File: src/nch_defines.svh
// Purpose: Constants for the NAND copy-back / erase / status / lock host sequencer
// Assumes: 100 MHz CLK, x8 small-page NAND on the far side
// Notes: Times in ns, cycle counts derived from them
`ifndef NCH_DEFINES_SVH
`define NCH_DEFINES_SVH

// Register word offsets (byte addresses)
`define NCH_REG_CMD 8'h00
`define NCH_REG_ADDR_A 8'h04
`define NCH_REG_ADDR_B 8'h08
`define NCH_REG_CFG 8'h0C
`define NCH_REG_STAT 8'h10
`define NCH_REG_ID 8'h14

// Reset values
`define NCH_RST_CFG 2'h0
`define NCH_RST_STATUS 8'hC0

// Device command bytes
`define NCH_C_MAIN_AREA_READ_MODE 8'h00
`define NCH_C_COPYBACK 8'h8A
`define NCH_C_ERASE_SETUP 8'h60
`define NCH_C_ERASE_CONF 8'hD0
`define NCH_C_STATUS 8'h70
`define NCH_C_ID 8'h90
`define NCH_C_RESET 8'hFF
`define NCH_C_LOCK 8'h2A
`define NCH_C_LOCK_TIGHT 8'h2C
`define NCH_C_UNLOCK1 8'h23
`define NCH_C_UNLOCK2 8'h24

// Field positions
`define NCH_PLANE_BIT 5
`define NCH_BLK_LSB 5

// Timing, ns and cycles (least times round up)
`define NCH_CLK_NS 10
`define NCH_T_SETUP_NS 20
`define NCH_T_WP_NS 25
`define NCH_T_WH_NS 15
`define NCH_T_WB_NS 100
`define NCH_T_REA_NS 35
`define NCH_T_REH_NS 15
`define NCH_CYC(ns) (((ns) + `NCH_CLK_NS - 1) / `NCH_CLK_NS)
`define NCH_SETUP_CYC `NCH_CYC(`NCH_T_SETUP_NS)
`define NCH_WP_CYC `NCH_CYC(`NCH_T_WP_NS)
`define NCH_WH_CYC `NCH_CYC(`NCH_T_WH_NS)
`define NCH_WB_CYC `NCH_CYC(`NCH_T_WB_NS)
// Two extra cycles cover the input synchroniser
`define NCH_REA_CYC (`NCH_CYC(`NCH_T_REA_NS) + 2)
`define NCH_REH_CYC `NCH_CYC(`NCH_T_REH_NS)

`endif

File: src/nch_pkg.sv
// Purpose: Types for the NAND host sequencer
// Assumes: nch_defines.svh holds the numbers
// Notes: None
package nch_pkg;
   typedef enum logic [2:0] {
      OP_COPYBACK, OP_ERASE, OP_STATUS, OP_ID, OP_RESET, OP_LOCK, OP_LOCK_TIGHT, OP_UNLOCK
   } nch_op_e;
   typedef enum logic [2:0] {ST_IDLE, ST_FETCH, ST_STROBE, ST_TWB, ST_WAIT, ST_READ} nch_st_e;
   typedef enum logic [2:0] {K_END, K_CMD, K_ADDR, K_WAIT, K_READ} nch_kind_e;
   typedef struct packed {
      nch_kind_e kind;
      logic [7:0] data;
   } nch_item_s;
   // Pins driven toward the flash
   typedef struct packed {
      logic ce_n;
      logic cle;
      logic ale;
      logic we_n;
      logic read_strobe_low;
      logic wp_n;
      logic lock_feature_select;
      logic io_oe_n;
      logic [7:0] io;
   } nch_pin_s;
   typedef struct packed {
      nch_st_e st;
      nch_op_e op;
      logic [3:0] idx;
      logic [1:0] ph;
      logic [7:0] cnt;
      logic [1:0] rdi;
      logic [15:0] addr_a;
      logic [15:0] addr_b;
      logic busy;
      logic refused;
      logic [7:0] status;
      logic [7:0] id0;
      logic [7:0] id1;
      logic [1:0] rb_sy;
      logic [7:0] io_s1;
      logic [7:0] io_s2;
      nch_pin_s pin;
      logic ack;
      logic [31:0] dat;
   } nch_state_s;
endpackage

File: src/nch_ctrl.sv
// Purpose: Host sequencer driving a small-page NAND flash for copy-back, erase,
//          status, ID, reset and block-lock commands, ordered over classic Wishbone
// Assumes: x8 part, page address A9..A24 held in 16 bits, one clock
// Notes: Pin inputs pass two flip-flops; all outputs come from flip-flops
//
// The implementer's own choices: the address map and the Wishbone slave port.
`include "nch_defines.svh"

module nch_ctrl (
   // Clock and reset
   input wire logic CLK,
   input wire logic SRST,
   input wire logic CLK_EN,
   // Wishbone slave, plus the debug state output
   input wire logic CYC_I,
   input wire logic STB_I,
   input wire logic WE_I,
   input wire logic [7:0] ADR_I,
   input wire logic [3:0] SEL_I,
   input wire logic [31:0] DAT_I,
   output nch_pkg::nch_st_e DBG_STATE,
   output logic [31:0] DAT_O,
   output logic ACK_O,
   // Flash pins
   output nch_pkg::nch_pin_s NAND_O,
   input wire logic [7:0] IO_I,
   input wire logic RB
);
   import nch_pkg::*;

   nch_state_s r;
   nch_state_s n;
   nch_item_s it;
   logic acc;
   logic launch;
   logic refuse;
   nch_op_e req_op;

   function automatic nch_item_s mk(input nch_kind_e k, input logic [7:0] d);
      nch_item_s x;
      x.kind = k;
      x.data = d;
      return x;
   endfunction

   // Step list per operation
   function automatic nch_item_s item_of(input nch_op_e op, input logic [3:0] i,
                                         input logic [15:0] a, input logic [15:0] b);
      nch_item_s x;
      logic [15:0] ab;
      logic [15:0] bb;
      x = mk(K_END, 8'h00);
      // erase mask - A9 to A13 sent as zero
      ab = {a[15:`NCH_BLK_LSB], 5'h00};
      bb = {b[15:`NCH_BLK_LSB], 5'h00};
      // no page program - copied pages left alone
      unique case (op)
         // copy-back - read, ready, then 8Ah
         OP_COPYBACK: begin
            unique case (i)
               4'h0: x = mk(K_CMD, `NCH_C_MAIN_AREA_READ_MODE);
               4'h1: x = mk(K_ADDR, 8'h00);
               4'h2: x = mk(K_ADDR, a[7:0]);
               4'h3: x = mk(K_ADDR, a[15:8]);
               4'h4: x = mk(K_WAIT, 8'h00);
               4'h5: x = mk(K_CMD, `NCH_C_COPYBACK);
               4'h6: x = mk(K_ADDR, 8'h00);
               4'h7: x = mk(K_ADDR, b[7:0]);
               4'h8: x = mk(K_ADDR, b[15:8]);
               4'h9: x = mk(K_WAIT, 8'h00);
               4'hA: x = mk(K_CMD, `NCH_C_STATUS);
               4'hB: x = mk(K_READ, 8'h00);
               default: x = mk(K_END, 8'h00);
            endcase
         end
         // erase - setup, two addresses, confirm
         OP_ERASE: begin
            unique case (i)
               4'h0: x = mk(K_CMD, `NCH_C_ERASE_SETUP);
               4'h1: x = mk(K_ADDR, ab[7:0]);
               4'h2: x = mk(K_ADDR, ab[15:8]);
               4'h3: x = mk(K_CMD, `NCH_C_ERASE_CONF);
               4'h4: x = mk(K_WAIT, 8'h00);
               4'h5: x = mk(K_CMD, `NCH_C_STATUS);
               4'h6: x = mk(K_READ, 8'h00);
               default: x = mk(K_END, 8'h00);
            endcase
         end
         // status mode - command always reissued
         OP_STATUS: begin
            if (i == 4'h0) begin
               x = mk(K_CMD, `NCH_C_STATUS);
            end else if (i == 4'h1) begin
               x = mk(K_READ, 8'h00);
            end
         end
         // ID read - 90h, 00h, two reads
         OP_ID: begin
            unique case (i)
               4'h0: x = mk(K_CMD, `NCH_C_ID);
               4'h1: x = mk(K_ADDR, 8'h00);
               4'h2: x = mk(K_READ, 8'h00);
               4'h3: x = mk(K_READ, 8'h00);
               default: x = mk(K_END, 8'h00);
            endcase
         end
         // reset busy - wait for release
         OP_RESET: begin
            if (i == 4'h0) begin
               x = mk(K_CMD, `NCH_C_RESET);
            end else if (i == 4'h1) begin
               x = mk(K_WAIT, 8'h00);
            end
         end
         OP_LOCK: begin
            if (i == 4'h0) begin
               x = mk(K_CMD, `NCH_C_LOCK);
            end
         end
         OP_LOCK_TIGHT: begin
            if (i == 4'h0) begin
               x = mk(K_CMD, `NCH_C_LOCK_TIGHT);
            end
         end
         // unlock range - start then end
         OP_UNLOCK: begin
            unique case (i)
               4'h0: x = mk(K_CMD, `NCH_C_UNLOCK1);
               4'h1: x = mk(K_ADDR, ab[7:0]);
               4'h2: x = mk(K_ADDR, ab[15:8]);
               4'h3: x = mk(K_CMD, `NCH_C_UNLOCK2);
               4'h4: x = mk(K_ADDR, bb[7:0]);
               4'h5: x = mk(K_ADDR, bb[15:8]);
               default: x = mk(K_END, 8'h00);
            endcase
         end
      endcase
      return x;
   endfunction

   assign it = item_of(r.op, r.idx, r.addr_a, r.addr_b);
   assign acc = CYC_I && STB_I && !r.ack;
   assign launch = acc && WE_I && SEL_I[0] && (ADR_I == `NCH_REG_CMD) && !r.busy;
   assign req_op = nch_op_e'(DAT_I[2:0]);

   always_comb begin
      refuse = 1'b0;
      // plane check - copy-back within one plane
      if (req_op == OP_COPYBACK) begin
         refuse = r.addr_a[`NCH_PLANE_BIT] != r.addr_b[`NCH_PLANE_BIT];
      end
      // unlock order - start not above end
      if (req_op == OP_UNLOCK) begin
         refuse = r.addr_a[15:`NCH_BLK_LSB] > r.addr_b[15:`NCH_BLK_LSB];
      end
      // lock gating - needs select pin high
      if (req_op == OP_LOCK || req_op == OP_LOCK_TIGHT || req_op == OP_UNLOCK) begin
         refuse = refuse || !r.pin.lock_feature_select;
      end
   end

   always_comb begin
      n = r;
      n.rb_sy = {r.rb_sy[0], RB};
      n.io_s1 = IO_I;
      n.io_s2 = r.io_s1;
      // Wishbone: one-cycle ack, dropped the cycle after
      n.ack = acc;
      n.dat = 32'h0000_0000;
      if (acc && !WE_I) begin
         unique case (ADR_I)
            `NCH_REG_CMD: n.dat = {29'h0000_0000, r.op};
            `NCH_REG_ADDR_A: n.dat = {16'h0000, r.addr_a};
            `NCH_REG_ADDR_B: n.dat = {16'h0000, r.addr_b};
            `NCH_REG_CFG: n.dat = {30'h0000_0000, r.pin.lock_feature_select, r.pin.wp_n};
            `NCH_REG_STAT: n.dat = {16'h0000, r.status, 5'h00, r.rb_sy[1], r.refused, r.busy};
            `NCH_REG_ID: n.dat = {16'h0000, r.id1, r.id0};
            default: n.dat = 32'h0000_0000;
         endcase
      end
      if (acc && WE_I && SEL_I[0] && !r.busy) begin
         if (ADR_I == `NCH_REG_ADDR_A) begin
            n.addr_a = {DAT_I[15:8], DAT_I[7:0]};
         end
         if (ADR_I == `NCH_REG_ADDR_B) begin
            n.addr_b = DAT_I[15:0];
         end
         // write protect - software pulses WP low
         if (ADR_I == `NCH_REG_CFG) begin
            n.pin.wp_n = DAT_I[0];
            n.pin.lock_feature_select = DAT_I[1];
         end
      end
      if (launch) begin
         n.refused = refuse;
         if (!refuse) begin
            n.op = req_op;
            n.busy = 1'b1;
            n.idx = 4'h0;
            n.rdi = 2'h0;
            n.st = ST_FETCH;
            n.pin.ce_n = 1'b0;
         end
      end
      unique case (r.st)
         ST_IDLE: begin
         end
         ST_FETCH: begin
            n.ph = 2'h0;
            n.pin.cle = 1'b0;
            n.pin.ale = 1'b0;
            n.pin.io_oe_n = 1'b1;
            unique case (it.kind)
               K_END: begin
                  n.st = ST_IDLE;
                  n.busy = 1'b0;
                  n.pin.ce_n = 1'b1;
               end
               K_CMD, K_ADDR: begin
                  // latch select - CLE for command, ALE for address
                  n.pin.cle = it.kind == K_CMD;
                  n.pin.ale = it.kind == K_ADDR;
                  n.pin.io = it.data;
                  n.pin.io_oe_n = 1'b0;
                  n.cnt = 8'(`NCH_SETUP_CYC - 1);
                  n.st = ST_STROBE;
               end
               K_WAIT: begin
                  n.cnt = 8'(`NCH_WB_CYC - 1);
                  n.st = ST_TWB;
               end
               K_READ: begin
                  n.pin.read_strobe_low = 1'b0;
                  n.cnt = 8'(`NCH_REA_CYC - 1);
                  n.st = ST_READ;
               end
               default: n.st = ST_IDLE;
            endcase
         end
         ST_STROBE: begin
            if (r.cnt != 8'h00) begin
               n.cnt = r.cnt - 8'h01;
            end else if (r.ph == 2'h0) begin
               n.pin.we_n = 1'b0;
               n.ph = 2'h1;
               n.cnt = 8'(`NCH_WP_CYC - 1);
            end else if (r.ph == 2'h1) begin
               // confirm edge - device starts on this rise
               n.pin.we_n = 1'b1;
               n.ph = 2'h2;
               n.cnt = 8'(`NCH_WH_CYC - 1);
            end else begin
               n.idx = r.idx + 4'h1;
               n.st = ST_FETCH;
            end
         end
         ST_TWB: begin
            if (r.cnt != 8'h00) begin
               n.cnt = r.cnt - 8'h01;
            end else begin
               n.st = ST_WAIT;
            end
         end
         ST_WAIT: begin
            if (r.rb_sy[1]) begin
               n.idx = r.idx + 4'h1;
               n.st = ST_FETCH;
            end
         end
         ST_READ: begin
            if (r.cnt != 8'h00) begin
               n.cnt = r.cnt - 8'h01;
            end else if (r.ph == 2'h0) begin
               // status or ID sample - one read cycle
               if (r.op == OP_ID) begin
                  if (r.rdi == 2'h0) begin
                     n.id0 = r.io_s2;
                  end else begin
                     n.id1 = r.io_s2;
                  end
               end else begin
                  n.status = r.io_s2;
               end
               n.rdi = r.rdi + 2'h1;
               n.pin.read_strobe_low = 1'b1;
               n.ph = 2'h1;
               n.cnt = 8'(`NCH_REH_CYC - 1);
            end else begin
               n.idx = r.idx + 4'h1;
               n.st = ST_FETCH;
            end
         end
         default: n.st = ST_IDLE;
      endcase
   end

   always_ff @(posedge CLK) begin
      if (SRST) begin
         r <= '0;
         r.st <= ST_IDLE;
         r.status <= `NCH_RST_STATUS;
         r.pin.ce_n <= 1'b1;
         r.pin.we_n <= 1'b1;
         r.pin.read_strobe_low <= 1'b1;
         r.pin.io_oe_n <= 1'b1;
         r.pin.wp_n <= 1'(`NCH_RST_CFG & 2'h1);
      end else if (CLK_EN) begin
         r <= n;
      end
   end

   assign NAND_O = r.pin;
   assign ACK_O = r.ack;
   assign DAT_O = r.dat;
   assign DBG_STATE = r.st;

   // Checks
   a_ack_single: assert property (@(posedge CLK) disable iff (SRST)
      ACK_O |=> !ACK_O || !CLK_EN) else $error("ack held longer than one cycle");
   a_latch_excl: assert property (@(posedge CLK) disable iff (SRST)
      !(NAND_O.cle && NAND_O.ale)) else $error("CLE and ALE both high");
   a_strobe_data: assert property (@(posedge CLK) disable iff (SRST)
      (!NAND_O.we_n) |-> !NAND_O.io_oe_n && (NAND_O.cle || NAND_O.ale))
      else $error("write strobe low without driven byte");
   a_we_width: assert property (@(posedge CLK) disable iff (SRST || !CLK_EN)
      $fell(NAND_O.we_n) |-> !NAND_O.we_n [*3]) else $error("write strobe too short");
   a_plane_same: assert property (@(posedge CLK) disable iff (SRST)
      (r.busy && r.op == OP_COPYBACK) |-> r.addr_a[5] == r.addr_b[5])
      else $error("copy-back across planes");
   a_erase_mask: assert property (@(posedge CLK) disable iff (SRST)
      (r.op == OP_ERASE && NAND_O.ale && r.idx == 4'h1) |-> NAND_O.io[4:0] == 5'h00)
      else $error("erase address low bits not zero");
   a_lock_sel: assert property (@(posedge CLK) disable iff (SRST)
      (r.busy && (r.op == OP_LOCK || r.op == OP_LOCK_TIGHT || r.op == OP_UNLOCK))
      |-> NAND_O.lock_feature_select) else $error("lock command without select");
   a_unlock_order: assert property (@(posedge CLK) disable iff (SRST)
      (r.busy && r.op == OP_UNLOCK) |-> r.addr_a[15:5] <= r.addr_b[15:5])
      else $error("unlock range descending");
   a_ready_wait: assert property (@(posedge CLK) disable iff (SRST || !CLK_EN)
      (r.st == ST_WAIT && r.rb_sy[1]) |=> r.st == ST_FETCH)
      else $error("ready not followed");
   a_idle_ce: assert property (@(posedge CLK) disable iff (SRST)
      (r.st == ST_IDLE) |-> NAND_O.ce_n) else $error("chip enable low while idle");

   c_copyback: cover property (@(posedge CLK) r.op == OP_COPYBACK && $fell(r.busy));
   c_erase: cover property (@(posedge CLK) r.op == OP_ERASE && $fell(r.busy));
   c_id: cover property (@(posedge CLK) r.op == OP_ID && r.rdi == 2'h2);
   c_refused: cover property (@(posedge CLK) launch && refuse);
endmodule

File: config.mk
export PLATFORM = sky130hd
export DESIGN_NAME = nch_ctrl
export DESIGN_NICKNAME = d
export VERILOG_FILES = /design/src/nch_pkg.sv /design/src/nch_ctrl.sv
export VERILOG_INCLUDE_DIRS = /design/src
export SDC_FILE = /design/constraint.sdc
export NUM_CORES = 1
export LEC_CHECK = 0
export BUFFER_PORTS_ARGS = -buffer_cell sky130_fd_sc_hd__buf_2
export CAP_MARGIN = 25
export CORE_MARGIN = 3
export CORE_UTILIZATION = 55
export DETAILED_ROUTE_END_ITERATION = 7
export PLACE_DENSITY_LB_ADDON = 0.1
export SLEW_MARGIN = 20
export SYNTH_ARGS = -nofsm -noshare
export SYNTH_HDL_FRONTEND = slang
export SYNTH_SLANG_ARGS = --single-unit
File: constraint.sdc
create_clock -name CLK -period 3.1 [get_ports CLK]
set_input_delay 0.465 -clock CLK [delete_from_list [all_inputs] [get_ports CLK]]
set_output_delay 0.465 -clock CLK [all_outputs]
set_load 0.03 [all_outputs]
# == Yosys cells after proc, flatten, opt, wreduce, memory -nomap -nowiden ==
# Index checks and enable logic that the tools add are counted.
# totals
register_bits,147
latchBits,0
ram_bits,0
rom_bits,0
inputBits,59
out_inout_bits,52
mem_count,0
# classes
addsub,3
multipliers,0
div,0
n_lt_le_gt_ge,1
n_eq_ne,46
n_shift,0
mux,63
bitwise_logic,4
n_reduce_logical,46
# ops
op,n
case mux 11 bit (10 select lines),1
case mux 16 bit (6 select lines),1
case mux 11 bit (8 select lines),1
case mux 11 bit (7 select lines),1
two-way mux 10 bit,6
case mux 10 bit (6 select lines),1
case mux 11 bit (3 select lines),1
case mux 8 bit (4 select lines),1
"== test 3 bit, second input constant",10
two-way mux 9 bit,3
two-way mux 3 bit,8
two-way mux 8 bit,3
case mux 8 bit (3 select lines),1
AND reduction 6 bit,4
two-way mux 11 bit,2
"== test 3 x 2 -> 1 bit, second input constant",6
case mux 3 bit (6 select lines),1
"== test 4 x 3 -> 1 bit, second input constant",4
"== test 4 bit, second input constant",4
"== test 8 x 4 -> 1 bit, second input constant",2
"== test 8 x 5 -> 1 bit, second input constant",2
two-way mux 16 bit,1
two-way mux 4 bit,4
AND reduction 3 bit,5
39 further kinds,90

# == Longest topological paths before layout ==
# depth
word_depth,11
ltp_mapped,12
mapped_depth_nobuf,9

# == Worst setup path before layout ==
# No wires, ideal clock.
# synth_path
path_type,flip-flop to flip-flop
start,register r[137] in the netlist's numbering
end,register r[133] in the netlist's numbering
setup_time_ns,0.116
t_arrival_ns,2.550
required_time_ns,2.984
slack_ns,0.434
stages_incl_launch_ff,12
synth_period_minus_slack_ns,2.666
cell_sequence,dfxtp_1 > inv_1 > ha_1 > nor2_1 > a2111oi_0 > buf_2 > o22a_1 > o22ai_1 > buf_2 > a21oi_2 > or3_4 > a31o_2
# synth_via
elab_chain_cells,8
# synth_rtl
element,line,rtl
start: declaration,nch_ctrl.sv:31,nch_state_s r;
start signal: assignment,nch_ctrl.sv:308,r <= n;
== test 4 x 3 -> 1 bit (tied with other cells),"nch_ctrl.sv:60, nch_ctrl.sv:78, nch_ctrl.sv:127",
OR reduction 2 bit (no source line) (tied with other cells),--,
case mux 11 bit (10 select lines) (tied with other cells),nch_ctrl.sv:60,unique case (i)
case mux 11 bit (8 select lines) (*),nch_ctrl.sv:57,unique case (op)
== test 3 x 1 -> 1 bit or == test 3 x 2 -> 1 bit (tied branches),nch_ctrl.sv:213,unique case (it.kind)
OR reduction 2 bit,nch_ctrl.sv:213,
inequality test 4 x 1 -> 1 bit (no source line) (*),--,
AND reduction 6 bit (no source line) (*),--,
# Mark *: on every way between the ends. The rest lies on a longest branch, timed or not.
# A chain may end at the register's enable or synchronous reset.

# == Final worst setup path ==
# layout_path
start,register r[137] in the netlist's numbering
end,"register r, in the netlist NAND_O[3]"
# layout_via
elab_chain_cells,7
# layout_rtl
element,line
== test 4 x 3 -> 1 bit (tied with other cells),"nch_ctrl.sv:60, nch_ctrl.sv:78, nch_ctrl.sv:127"
OR reduction 2 bit (no source line) (tied with other cells),--
case mux 11 bit (10 select lines) (tied with other cells),nch_ctrl.sv:60
case mux 11 bit (8 select lines) (*),nch_ctrl.sv:57
== test 3 x 1 -> 1 bit or == test 3 x 2 -> 1 bit (tied branches),nch_ctrl.sv:213
OR reduction 2 bit,nch_ctrl.sv:213
AND reduction 3 bit (no source line),--
# Marks and branches as above.

==> results.md <==
* Power density cells at 470 mW/mm^2
* Gr ovfl total at 0
* Crit end category: flip-flop
* Min-Delay Path Class: in2reg
* Antenna fix cells at 0
* Sequential cell area fraction in the yosys report at 0.355
* I/O Pins at 111
* Synthesized area at 0.00740 mm^2
* CP Data Required Time at 3.37 ns
* Number of synthesized flops with an enable pin at 0
* CTS Hold Bufs at 0
* Die Y at 122 um
* Layout Area Growth over Synthesis at 14.0%
* Die Width at 122 um
* Post-Syn Area per Cell at 8.25 um^2
* Die area at 0.0149 mm^2
* Proportion of layout cells with a drive suffix above 1 at 0.176
* Final Hold Violating Endpoints at 0
* Mux cell area share after synthesis at 0.106
* Synth Flop Type: dfxtp_1
* Critical path arrival at 3.15 ns
* Outcome: finished clean
* Core area at 0.0129 mm^2
* Seq. cell area at 0.00262 mm^2
* Crit share post-route at 0.929
* DR pass1 iterations at 8
* Yosys cell types at 72
* Largest family of logic cells by synthesized area: compound AO/OA/AOI/OAI gates
* Maximum vdd drop at 0.473 mV
* Crit-path cells: inv_1, ha_1, or4b_1, a211o_1, o21ai_0, o22ai_1, buf_4, xnor2_1, nor2_1, a311oi_1
* Slew margin rel. at 0.520
* Num CTS Buffers at 17
* Vias in the first global route at 6,324
* Mapped Cells at 896
* Area occupied by multi-input gates at 0.00412 mm^2
* Critical path fanouts, max at 7
* CTS resizes at 0
* Crit start category: flip-flop
* Routed vias/inst at 6.03
* Hold path depth at 3
* CTS max path bufs at 2
* # rows at 41
* Placer Congestion at 0.930
* Pin count of the biggest net entering global routing at 124
* Final WS setup at 0.221 ns
* Setup TNS at 0 ns
* Leakage at 0.00352 uW
* Number of port buffers at 75
* Endpoints failing setup at 0
* Clock Skew at 0.00944 ns
* Clk_lat worst skew at 0.42 ns
* FFs w/ async S/R, synth at 0
* Filler instances at 1,124
* Slowest CP cell: or4b_1
* Post-synthesis simple-gate area fraction at 0.196
* H-tree levels at 4
* Fin nets at 1,024
* Post-CTS Setup Repair Bufs at 0
* Largest stage delay on the critical path at 0.51 ns
* Starting Density at 0.574
* Synth warn at 0
* Maxcap violations at 0
* Min Clock Period, post-route at 2.88 ns
* Max Transition Viols Final at 0
* Synth Area in Compound Gates at 0.215
* Antenna violations before repair at 0
* Hpwl dp at 15,800 um
* Slew @ Worst Pin at 0.720 ns
* Worst r2r path cells at 10
* Clock root cell: clkbuf_16
* Post-Synth XOR/XNOR Area at 0.00338
* Post-route DRC at 0
* Pre-CTS WS at 0.142 ns
* Final wirelength at 21,900 um
* WL per Instance at 19.3 um
* CP Class: reg2reg
* Global-route wire length before repair at 34,300 um
* Fmax at 0.347 GHz
* TritonCTS clock tree: done
* RSZ-0062 raised after global routing: no
* Via count at 6,834
* Drt initial violations at 742
* CTS Sinks at 131
* Post-Synth Adder-Cell Area at 0.0288
* FF+latch count, synth at 131
* Antenna-violating nets left at 0
* Clock-pin slew on the worst setup and hold paths at 0.06 ns
* Overall Global Routing Usage at 0.296
-- Yosys cell counts, types with 12 or more instances --
master,number,area [um^2]
buf_4,51,383
nor2b_1,12,75.1
a31oi_1,13,81.3
ha_1,17,213
nor3_1,18,90.1
inv_1,23,86.3
nor2_1,136,510
a21oi_1,73,365
o21ai_0,33,165
nand2_1,51,191
dfxtp_1,131,2620
a222oi_1,15,150
clkbuf_1,42,158
and2_1,12,75.1
mux2i_1,77,771
nand3_1,18,90.1
-- final timing paths --
path	start	endpoint	slack, ns
min	IO_I[5]	n[54]	0.28
min reg2reg	NAND_O[11]	NAND_O[11]	0.46
max	r[137]	NAND_O[3]	0.22
max reg2reg	r[137]	NAND_O[3]	0.22
-- power by group --
group / leakage (uW) / internal (uW) / switching [uW] / total [uW]
combinational: 0.00217 / 44.3 / 104 / 148
sequential: 0.00106 / 1690 / 9.95 / 1700
clock: 0.000295 / 1290 / 821 / 2110
-- sequential cells by signal, indices dropped and copies added (netlist names) --
| signal | flops |
|---|---|
| ACK_O | 1 |
| DAT_O | 16 |
| r | 86 |
| DBG_STATE | 3 |
| NAND_O | 16 |
| n | 9 |
-- worst max-delay path: cells and delay by family, from the launching register on --
family	cells	cell delay, ns
and+or+nand+nor	2	0.90
AOI/OAI and AO/OA	4	0.69
DFF	1	0.44
buffers and inverters	2	0.28
adders and majority gates	1	0.26
xor gates and xnor gates	1	0.15
-- metrics by stage --
stage	power, uW	cells	util	hold slack, ns	instance area, um^2
after floorplan	1850	911	-	0.423	7450
after global placement	1880	1100	0.606	0.444	7800
after detailed placement	1890	1100	0.606	0.454	7800
after CTS	3980	1132	0.654	0.278	8420
after global routing	4070	1133	0.655	0.304	8430
final	3960	1133	0.655	0.282	8430
-- layout by cell type, fill, tap and decap left out, types with 13 or more instances in the layout --
cell type / count
nor3_1: 18
o21ai_0: 33
conb_1: 16
mux2i_1: 77
buf_2: 74
a21oi_1: 73
a222oi_1: 15
inv_1: 23
clkbuf_16: 17
dfxtp_1: 131
nand3_1: 18
buf_4: 49
nand2_1: 51
ha_1: 17
a31oi_1: 13
nor2_1: 136
-- layout make-up --
| cell class | instances | area share |
|---|---|---|
| clock buffer | 17 | 0.0505 |
| inverter | 25 | 0.0111 |
| tap | 172 | 0.0255 |
| timing repair buffer | 124 | 0.0899 |
| multi-input combinational | 649 | 0.489 |
| sequential | 131 | 0.311 |
| clock inverter | 15 | 0.0233 |
-- cell families after synthesis --
logic type,Yosys count
muxes,78
DFF,131
buffers and inverters,131
AOI/OAI and AO/OA,234
xor gates and xnor gates,2
and+or+nand+nor,302
other,1
adders and majority gates,17
-- routing by layer --
| metal | part of all wire | vias to the layer above | global-route usage |
|---|---|---|---|
| met2 | 0.46 | 269 | 0.459 |
| met3 | 0.074 | 35 | 0.0673 |
| met4 | 0.025 | 0 | 0.115 |
| met5 | 0 | - | 0 |
| met1 | 0.44 | 3224 | 0.400 |
| li1 | - | 3306 | - |
(Power assumes the default switching activity.)
